--- config.mk ---
export PLATFORM = sky130hd
export DESIGN_NAME = cpi_port_input
export DESIGN_NICKNAME = d
export VERILOG_FILES = /design/src/hw/cpi_pkg.sv /design/src/hw/cpi_port_input.sv
export SDC_FILE = /design/constraint.sdc
export NUM_CORES = 1
export LEC_CHECK = 0
export BUFFER_PORTS_ARGS = -buffer_cell sky130_fd_sc_hd__buf_2
export CAP_MARGIN = 20
export CORE_AREA = 4 4 115 144
export DETAILED_ROUTE_END_ITERATION = 12
export DIE_AREA = 0 0 119 148
export PLACE_DENSITY_LB_ADDON = 0.15
export SYNTH_ARGS = -nofsm -noshare
export SYNTH_HDL_FRONTEND = slang
export SYNTH_SLANG_ARGS = --single-unit
--- constraint.sdc ---
create_clock -name clk_i -period 2.5 [get_ports clk_i]
set_clock_uncertainty 0.2 [all_clocks]
set_input_delay 0 -clock clk_i [delete_from_list [all_inputs] [get_ports clk_i]]
set_output_delay 0 -clock clk_i [all_outputs]
set_load 0.01 [all_outputs]
--- src/hw/cpi_pkg.sv ---
// shared constants and types for the controller port input block
package cpi_pkg;

    // ==========================================================
    // register indices (byte address is four times the index)
    localparam logic [23:0] CPI_PIN_STATE_IDX    = 24'hDFF016;
    localparam logic [23:0] CPI_PORT_CTRL_IDX    = 24'hDFF034;
    localparam logic [23:0] CPI_PORT_ONE_CNT_IDX = 24'hDFF040;
    localparam logic [23:0] CPI_PORT_TWO_CNT_IDX = 24'hDFF042;
    localparam logic [23:0] CPI_BEAM_UPPER_IDX   = 24'hDFF044;
    localparam logic [23:0] CPI_BEAM_LOWER_IDX   = 24'hDFF046;
    localparam logic [23:0] CPI_DISP_CTRL_IDX    = 24'hDFF048;

    // ==========================================================
    // field positions
    localparam int          CPI_START_BIT   = 0;
    localparam int          CPI_PEN_EN_BIT  = 3;
    localparam int          CPI_PIN_OE_LSB  = 9;
    localparam int          CPI_PIN_DAT_LSB = 8;
    localparam int          CPI_NUM_PINS    = 4;

    // ==========================================================
    // reset values and identity codes (identity values are arbitrary)
    localparam logic [7:0]  CPI_CTRL_RST    = 8'h00;
    localparam logic [15:0] CPI_DISP_RST    = 16'h0000;
    localparam logic [6:0]  CPI_PORT_REV_ID = 7'h2A;
    localparam logic [13:0] CPI_CHIP_ID     = 14'h0155;

    // ==========================================================
    // timing counts in scan lines
    localparam logic [2:0]  CPI_DUMP_LINES  = 3'h7;
    localparam logic [8:0]  CPI_RELEASE_V   = 9'h014;

    // ==========================================================
    // types
    typedef enum logic [1:0]
    {
        CPI_IDLE  = 2'b00,
        CPI_DUMP  = 2'b01,
        CPI_COUNT = 2'b11
    } cpi_pot_state_t;

    typedef struct packed
    {
        logic       long_frame;
        logic [8:0] v;
        logic [8:0] h;
    } cpi_beam_t;

endpackage : cpi_pkg

--- src/hw/cpi_port_input.sv ---
// controller port pot counters, pot pin port and light pen latch
`timescale 1ns/10ps
`default_nettype none

// Functional notes
// - each axis counter is eight bits and wraps silently past 255
// - analog count register: vertical count high byte, horizontal low byte
// - writing start bit one dumps capacitors, zeroes counters, starts new cycle
// - counters held about seven lines, then count per line below threshold
// - control written at one address, pin states read at another
// - four pin output-enable and data pairs in bits fifteen to eight
// - bits seven to one read a fixed revision value, writes ignored
// - enabled pin is driven to its data bit and leaves counting
// - non-enabled pins are inputs, readable and still feed counters
// - pen capture arms automatically as vertical blanking ends
// - pen trigger pulse captures horizontal and vertical beam counters
// - upper holds frame flag, chip id, V8; lower holds V7-V0, H8-H1
// - horizontal resolves two low-res pixels; vertical one line
// - pen input works only with display control bit three set
// - a trigger freezes the position registers until release
// - without trigger, position latches at end of display field
// - freeze released at end of internal blanking, line twenty
// - no status bit tells that a pen trigger happened
module cpi_port_input
    import cpi_pkg::*;
(
    // clock and reset
    input  wire logic                    clk_i,
    input  wire logic                    rst_i,
    // wishbone slave
    input  wire logic                    cyc_i,
    input  wire logic                    stb_i,
    input  wire logic                    we_i,
    input  wire logic [25:0]             adr_i,
    input  wire logic [3:0]              sel_i,
    input  wire logic [31:0]             dat_i,
    output logic      [31:0]             dat_o,
    output logic                         ack_o,
    // video timing, same clock domain
    input  wire cpi_beam_t               beam_i,
    input  wire logic                    line_start_i,
    input  wire logic                    field_end_i,
    // pot pins: port one pin5, pin9, port two pin5, pin9
    input  wire logic [CPI_NUM_PINS-1:0] pot_pin_i,
    output logic      [CPI_NUM_PINS-1:0] pot_pin_o,
    output logic      [CPI_NUM_PINS-1:0] pot_pin_oe_o,
    // capacitor comparators and discharge
    input  wire logic [CPI_NUM_PINS-1:0] pot_above_i,
    output logic      [CPI_NUM_PINS-1:0] pot_dump_o,
    // light pen beam trigger, active low pin
    input  wire logic                    pen_trig_n_i
);

    // ==========================================================
    // address decode

    // true when the word address matches a register index
    function automatic logic cpi_hit(input logic [25:0] adr, input logic [23:0] idx);
        cpi_hit = (adr[25:2] == idx);
    endfunction : cpi_hit

    wire logic req      = cyc_i & stb_i;
    wire logic wr_go    = req & we_i & ack_o;
    wire logic hit_pin  = cpi_hit(adr_i, CPI_PIN_STATE_IDX);
    wire logic hit_ctrl = cpi_hit(adr_i, CPI_PORT_CTRL_IDX);
    wire logic hit_one  = cpi_hit(adr_i, CPI_PORT_ONE_CNT_IDX);
    wire logic hit_two  = cpi_hit(adr_i, CPI_PORT_TWO_CNT_IDX);
    wire logic hit_up   = cpi_hit(adr_i, CPI_BEAM_UPPER_IDX);
    wire logic hit_lo   = cpi_hit(adr_i, CPI_BEAM_LOWER_IDX);
    wire logic hit_disp = cpi_hit(adr_i, CPI_DISP_CTRL_IDX);

    // ==========================================================
    // pin synchronisers

    logic [CPI_NUM_PINS-1:0] pin_meta;
    logic [CPI_NUM_PINS-1:0] pin_sync;
    logic [CPI_NUM_PINS-1:0] above_meta;
    logic [CPI_NUM_PINS-1:0] above_sync;
    logic                    trig_meta;
    logic                    trig_sync;
    logic                    trig_prev;

    // two flops on every pot pin, comparator and pen trigger input before any logic reads it
    always_ff @(posedge clk_i)
    begin
        pin_meta   <= pot_pin_i;
        pin_sync   <= pin_meta;
        above_meta <= pot_above_i;
        above_sync <= above_meta;
        trig_meta  <= pen_trig_n_i;
        trig_sync  <= trig_meta;
        trig_prev  <= trig_sync;
    end

    // falling edge of the active-low trigger is one pulse
    wire logic trig_pulse = trig_prev & ~trig_sync;

    // ==========================================================
    // control registers

    logic [7:0]  ctrl;
    logic [15:0] disp_ctrl;

    wire logic start_wr = wr_go & hit_ctrl & sel_i[0] & dat_i[CPI_START_BIT];
    wire logic pen_en   = disp_ctrl[CPI_PEN_EN_BIT];

    // only the high byte of the port control is stored; low byte is a strobe
    always_ff @(posedge clk_i)
    begin
        if (rst_i)
        begin
            ctrl      <= CPI_CTRL_RST;
            disp_ctrl <= CPI_DISP_RST;
        end
        else
        begin
            if (wr_go && hit_ctrl && sel_i[1])
                ctrl <= dat_i[15:8];
            if (wr_go && hit_disp && sel_i[0])
                disp_ctrl[7:0] <= dat_i[7:0];
            if (wr_go && hit_disp && sel_i[1])
                disp_ctrl[15:8] <= dat_i[15:8];
        end
    end

    // ==========================================================
    // pin output drive

    logic [CPI_NUM_PINS-1:0] pin_oe;
    logic [CPI_NUM_PINS-1:0] pin_dat;

    genvar g;
    generate
        for (g = 0; g < CPI_NUM_PINS; g++)
        begin : g_pin_bits
            assign pin_oe[g]  = ctrl[CPI_PIN_OE_LSB - 8 + 2*g];
            assign pin_dat[g] = ctrl[CPI_PIN_DAT_LSB - 8 + 2*g];
        end
    endgenerate

    always_ff @(posedge clk_i)
    begin
        if (rst_i)
        begin
            pot_pin_oe_o <= '0;
            pot_pin_o    <= '0;
        end
        else
        begin
            pot_pin_oe_o <= pin_oe;
            pot_pin_o    <= pin_dat;
        end
    end

    // ==========================================================
    // pot counting sequence

    cpi_pot_state_t          state;
    cpi_pot_state_t          next_state;
    logic [2:0]              dump_cnt;
    logic [7:0]              pot_cnt [CPI_NUM_PINS];

    wire logic dump_done = line_start_i && (dump_cnt == CPI_DUMP_LINES - 3'h1);

    // hold for the dump lines then count
    always_comb
    begin
        next_state = state;
        case (state)
            CPI_IDLE:  next_state = CPI_IDLE;
            CPI_DUMP:  next_state = dump_done ? CPI_COUNT : CPI_DUMP;
            CPI_COUNT: next_state = CPI_COUNT;
            default:   next_state = CPI_IDLE;
        endcase
        if (start_wr)
            next_state = CPI_DUMP;
    end

    // dump line counter runs only while discharging
    always_ff @(posedge clk_i)
    begin
        if (rst_i)
        begin
            state    <= CPI_IDLE;
            dump_cnt <= 3'h0;
        end
        else
        begin
            state <= next_state;
            if (start_wr || state != CPI_DUMP || dump_done)
                dump_cnt <= 3'h0;
            else if (line_start_i)
                dump_cnt <= dump_cnt + 3'h1;
        end
    end

    // discharge only pins not driven, so an output pin stays disconnected
    always_ff @(posedge clk_i)
    begin
        if (rst_i)
            pot_dump_o <= '0;
        else
            pot_dump_o <= (next_state == CPI_DUMP) ? ~pin_oe : '0;
    end

    // per axis counters; no overflow flag, capacitor sizing keeps a frame short of it
    generate
        for (g = 0; g < CPI_NUM_PINS; g++)
        begin : g_pot_cnt
            wire logic step = (state == CPI_COUNT) & line_start_i & ~above_sync[g] & ~pin_oe[g];
            always_ff @(posedge clk_i)
            begin
                if (rst_i)
                    pot_cnt[g] <= 8'h00;
                // clear on start, held through the dump lines
                else if (start_wr || state == CPI_DUMP)
                    pot_cnt[g] <= 8'h00;
                else if (step)
                    pot_cnt[g] <= pot_cnt[g] + 8'h01;
            end
        end
    endgenerate

    // ==========================================================
    // light pen latch

    logic      armed;
    logic      frozen;
    cpi_beam_t pen_pos;

    wire logic release_line = line_start_i && (beam_i.v == CPI_RELEASE_V);
    // gated by display control bit three
    wire logic pen_capture  = pen_en & armed & ~frozen & trig_pulse;
    // field end latches when nothing triggered
    wire logic field_latch  = pen_en & ~frozen & field_end_i;

    // no trigger flag kept; software infers it from the position
    always_ff @(posedge clk_i)
    begin
        if (rst_i)
        begin
            armed   <= 1'b0;
            frozen  <= 1'b0;
            pen_pos <= '0;
        end
        // release and re-arm at line twenty
        else if (release_line)
        begin
            armed  <= 1'b1;
            frozen <= 1'b0;
        end
        else if (pen_capture || field_latch)
        begin
            frozen  <= 1'b1;
            armed   <= 1'b0;
            pen_pos <= beam_i;
        end
    end

    // frozen value hides the live beam
    wire cpi_beam_t shown = (pen_en && frozen) ? pen_pos : beam_i;

    // ==========================================================
    // read data

    logic [15:0] pin_state;

    // pin levels at data positions, enables read back
    generate
        for (g = 0; g < CPI_NUM_PINS; g++)
        begin : g_pin_read
            assign pin_state[CPI_PIN_OE_LSB + 2*g]  = pin_oe[g];
            assign pin_state[CPI_PIN_DAT_LSB + 2*g] = pin_sync[g];
        end
    endgenerate
    assign pin_state[7:0] = {CPI_PORT_REV_ID, 1'b0};

    wire logic [15:0] rd_one = {pot_cnt[1], pot_cnt[0]};
    wire logic [15:0] rd_two = {pot_cnt[3], pot_cnt[2]};
    wire logic [15:0] rd_up  = {shown.long_frame, CPI_CHIP_ID, shown.v[8]};
    // horizontal drops H0, two low-res pixels per step
    wire logic [15:0] rd_lo  = {shown.v[7:0], shown.h[8:1]};

    // control address is write only and reads as zero
    wire logic [15:0] rd_mux = hit_pin  ? pin_state :
                               hit_one  ? rd_one    :
                               hit_two  ? rd_two    :
                               hit_up   ? rd_up     :
                               hit_lo   ? rd_lo     :
                               hit_disp ? disp_ctrl : 16'h0000;

    // ==========================================================
    // bus answer: one wait state, ack for one cycle, unmapped reads zero

    always_ff @(posedge clk_i)
    begin
        if (rst_i)
        begin
            ack_o <= 1'b0;
            dat_o <= 32'h0000_0000;
        end
        else
        begin
            ack_o <= req & ~ack_o;
            if (req && !ack_o)
                dat_o <= {16'h0000, we_i ? 16'h0000 : rd_mux};
        end
    end
endmodule : cpi_port_input

`default_nettype wire

-- Word-level counts from Yosys, hierarchy flattened
Memories as Yosys holds them, arrays and structs flattened.
Index checks and enable logic that the tools add are counted.
- register bits after elaboration: 98
- latch bits: 0
- RAM bits: 32
- bits in read-only memories: 0
- input bits: 97
- logic and storage cells: 146
- memories: 1
- $add $sub $neg: 5
- $mul: 0
- divide/modulo/power cells: 0
- order comparisons: 0
- eq/ne operators: 13
- shifts and indexed selects: 0
- multiplexer cells: 42
- bitwise logic cells: 44
- reductions and logical operators: 19
- memory list (memory ; words ; width ; rd ports ; clocked after memory_dff ; wr ports ; line ; RTL):
    pot_cnt ; 4 ; 8 ; 4 ; 0 ; 4 ; cpi_port_input.sv:161 ; logic [7:0] pot_cnt [CPI_NUM_PINS];
- operator list (kind ; count):
    24-bit == test (second input constant) ; 7
    16-bit 2-to-1 mux ; 7
    8-bit 2-to-1 mux ; 8
    8-bit by 1-bit adder with 8-bit output (second input constant) ; 4
    1-bit 2-to-1 mux ; 23
    1-bit AND ; 22
    19-bit 2-to-1 mux ; 1
    1-bit inverter ; 13
    9-bit by 5-bit == test with 1-bit output (second input constant) ; 1
    1-bit logical AND ; 9
    1-bit bitwise OR ; 8
    2-bit OR reduction ; 3
    2-bit by 1-bit == test with 1-bit output (second input constant) ; 2
    1-bit logical OR ; 4
    2-bit 2-to-1 mux ; 2
    4-bit inverter ; 1
    2-bit case mux with 2 select lines ; 1
    3-bit by 1-bit adder with 3-bit output (second input constant) ; 1
    3-bit == test (second input constant) ; 1
    2-bit == test (second input constant) ; 1
    2-bit by 1-bit != test with 1-bit output (second input constant) ; 1
    2-bit AND reduction ; 1
    2-bit nonzero test ; 1
    1-bit logical NOT ; 1

-- Longest topological paths before layout
- word-level depth: 12
- mapped depth: 8
- gate-level depth less buffers: 5

-- Worst setup path after synthesis
OpenSTA, ideal clock, no wires.
- path type: input to register
- start: in adr_i[11]
- end: mem pot_cnt[0][0] (enable)
- library setup time: 0.328 ns
- arrival: 2.081 ns
- required time: 1.972 ns
- setup slack: -0.109 ns
- stages: 7
- buffers on the path: 2
- cell sequence: or4_1 or4_1 buf_2 or4_4 buf_6 and2_4 or2b_1
- RTL lines (element ; line ; RTL):
    from (decl) ; cpi_port_input.sv:34 ; input wire logic [25:0] adr_i,
    to (decl) ; cpi_port_input.sv:161 ;

==> key figures <==
Min path
  • Hold WC Path Type: primary input to flip-flop
  • WHS Path Cells: 2
  • Min-Delay Endpoint: pin_meta[2]$_DFF_P_
  • Min-delay src: pot_pin_i[2]

STA
  • Max-slew violations: 0
  • Slew headroom: 55.73%
  • Final setup viols: 0
  • Setup TNS: 0 ns
  • Worst Tran Pin Value: 0.6473 ns
  • Fin crit share: 95.55%
  • RSZ-0062 raised after global routing: false
  • Final hold violations: 0
  • Fmax: 0.4186 GHz
  • Shortest period the worst path allows: 2.389 ns

GRT
  • GRT Util Overall: 20.71%
  • Initial antenna violation count: 0
  • Vias in the first global route: 5,496
  • Total grt overflow: 0
  • First-pass GRT wire length: 28,240 um
  • Largest net degree at the start of global routing: 38

Finish
  • Layout area overhead: 35.67%
  • Fin nets: 921
  • Fin util: 53.82%
  • ANT cells: 0
  • Share of cells above drive strength 1: 22.65%

Critical path
  • Worst path bufs/invs: 4
  • Reg2reg start: ack_o$_SDFF_PP0_
  • Critical path's largest stage delay: 0.53 ns
  • CP Cell Sequence: dlygate4sd3_1 -> buf_2 -> nor4_1 -> buf_4 -> nand2_1 -> or4_4 -> buf_4 -> nand3_1 -> nor2_1
  • Crit-path slowest cell: dlygate4sd3_1
  • Reg2Reg Depth: 6
  • CP required: 2.46 ns
  • Critical setup path kind: primary input to flip-flop
  • RR Endpoint: pot_cnt[2][5]$_SDFFCE_PN0P_
  • Critical Path Sink Type: flip-flop
  • Arrival @ worst endpoint: 2.35 ns
  • Reg-to-reg slack, setup: 0.13 ns
  • CP most frequent cell: buf_4
  • Crit path launch type: primary input
  • CP top delay family: simple AND/OR/NAND/NOR gates
  • Critical Path Stages: 9
  • Max FO, Critical Path: 7

Floorplanning
  • Num rows: 50
  • I/O pin cnt: 142
  • Initial core utilization: 39.67%
  • Die ar.: 17,610 um2
  • Die X: 119 um
  • Die height: 148 um
  • Core Region: 15,080 um2

Clock tree
  • Worst-skew pair later-pin latency: 0.43 ns
  • Htree depth: 4
  • Root buffer cell: clkbuf_16
  • Setup repair bufs after CTS: 0
  • CTS buffer count: 17
  • # clock sinks: 129
  • Max clock buf depth: 2
  • CTS tree: done
  • Worst-path clk slew: 0.05 ns

Power and ir drop
  • P_leak: 3.506 nW
  • Total power: 4.981 mW
  • VDD IR max: 0.4909 mV
  • Power per standard cell area: 613.9 nW/um2

Logic synthesis
  • Ys async rst share: 0%
  • Number of enable flip-flop cells after synthesis: 32
  • Post-synthesis compound-gate area fraction: 9.854%
  • Mapped cell area: 5981 um2
  • Simple-Gate Fraction of Synth Area: 24.54%
  • Most used DFF post-synth: dfxtp_1
  • Synthesized-area fraction occupied by adder cells: 1.255%
  • Average cell area after synthesis: 9.539 um2
  • Main combinational cell family by area after synthesis: simple AND/OR/NAND/NOR gates
  • Register area share after synthesis: 48.54%
  • Cells after Synth: 627
  • Post-synthesis register bit count: 129
  • Mux share of post-synthesis cell area: 7.218%
  • Post-Synth XOR/XNOR Area: 3.808%
  • Synth warn: 0
  • Synth unique cells: 70

Drt
  • Drt drc: 0
  • Wirelength, routed: 18,120 um
  • Vias per std cell: 5.208
  • DR WL/cell: 17.46 um
  • Vias: 5,406
  • Antenna-violating nets left: 0
  • DRT iter0 DRCs: 354
  • TritonRoute pass-1 iters: 5

Run
  • Max_cap viols: 0

Placement
  • Gpl congestion: 0.8767
  • Port bufs: 104
  • Dpl hpwl: 13,270 um

Status
  • Status: complete, no violations
[worst max path at each step]
stage / slack, ns / endpoint / start
2_1_floorplan: -0.03 / pot_cnt[0][0]$_SDFFCE_PN0P_ / adr_i[11]
3_3_place_gp: 0.02 / pot_cnt[1][2]$_SDFFCE_PN0P_ / adr_i[11]
3_5_place_dp: -0.0009 / pot_cnt[3][4]$_SDFFCE_PN0P_ / adr_i[11]
4_1_cts: 0.09 / disp_ctrl[10]$_SDFFE_PP0P_ / adr_i[11]
5_1_grt: 0.02 / pot_cnt[2][5]$_SDFFCE_PN0P_ / adr_i[5]
6_report: 0.11 / pot_cnt[2][5]$_SDFFCE_PN0P_ / adr_i[5]
[sequential cells by signal, indices dropped and copies added (netlist names), 8 cells and up]
signal	cells
dat_o	16
pen_pos	18
ctrl	8
pot_cnt	32
disp_ctrl	16
[per-layer routing]
| metal | global-route usage [%] | share of wire [%] |
|---|---|---|
| met2 | 36.35 | 51 |
| met5 | 0 | 0 |
| met1 | 24.01 | 41 |
| met3 | 4.746 | 4.9 |
| met4 | 9.101 | 3.0 |
[metrics by stage]
step	setup WS (ns)	instance area (um2)	hold slack [ns]	instances
floorplan	-0.02728	6065	-0.1723	642
global placement	0.02382	6853	-0.09674	941
detailed placement	-0.0009392	6853	-0.09640	941
CTS	0.08743	8095	0.002665	1037
global route	0.01725	8114	0.02143	1038
finish	0.1113	8114	0.01487	1038
[cells by family after synthesis]
kind of cell	after synthesis
other	1
adders and majority gates	6
muxes	43
and+or+nand+nor	286
DFF	129
AOI/OAI and AO/OA	83
buffers and inverters	53
xor gates and xnor gates	26
[cells in the mapped netlist, types with 5 or more instances]
library cell  count  area, um2
a211oi_1          5      37.54
a21o_1            5      37.54
a21oi_1           6      30.03
a221oi_1         10      87.58
a31oi_1           9      56.30
and3_1           19      118.9
buf_4            17      127.6
clkbuf_1         22      82.58
dfxtp_1          97       1942
edfxtp_1         32      960.9
ha_1              6      75.07
inv_1             5      18.77
mux2i_1          42      420.4
nand2_1          54      202.7
nand3_1          35      175.2
nand4_1          13      81.33
nor2_1           93      349.1
nor2b_1          11      68.82
nor3_1           14      70.07
nor4_1            7      43.79
o21ai_0          18      90.09
xnor2_1           8      70.07
xor2_1           18      157.7
[final cells by class]
class                           instances  area [um2]
Clock inverter                          8       70.07
Timing Repair Buffer                  204        1449
Sequential cell                       129        2903
Inverter                                6       22.52
Fill cell                            1347        6963
Tap cell                              208       260.3
Multi-Input combinational cell        460        2888
Clock buffer                           23       521.8
[power by group]
part	switching (mW)	leakage, nW	internal [mW]
combinational	0.167	2.09	0.157
sequential	0.0261	1.12	2.17
clock	0.901	0.295	1.56
total	1.09	3.51	3.89
[repair_timing]
item / in CTS / in global routing
setup endpoints to repair: 0 / 3
hold buffers: 65 / 1
hold endpoints to repair: 71 / 1
gates resized for setup: 0 / 1
[layout by cell type, fill, tap and decap left out, types with 3 or more instances in the layout]
cell type	instances
buf_2	104
dfxtp_1	97
nor2_1	93
dlygate4sd3_1	66
nand2_1	54
mux2i_1	42
nand3_1	35
buf_4	33
edfxtp_1	32
clkbuf_16	20
and3_1	19
xor2_1	18
o21ai_0	18
conb_1	16
nor3_1	14
nand4_1	13
nor2b_1	11
a221oi_1	10
a31oi_1	9
xnor2_1	8
nor4_1	7
a21oi_1	6
ha_1	6
inv_1	5
a211oi_1	5
a21o_1	5
o211ai_1	4
o31ai_1	4
a32oi_1	4
a22o_1	4
clkinv_2	4
or4_4	3
or2b_4	3
or4b_2	3
and2_1	3
Power figures use the tool's default switching activity.
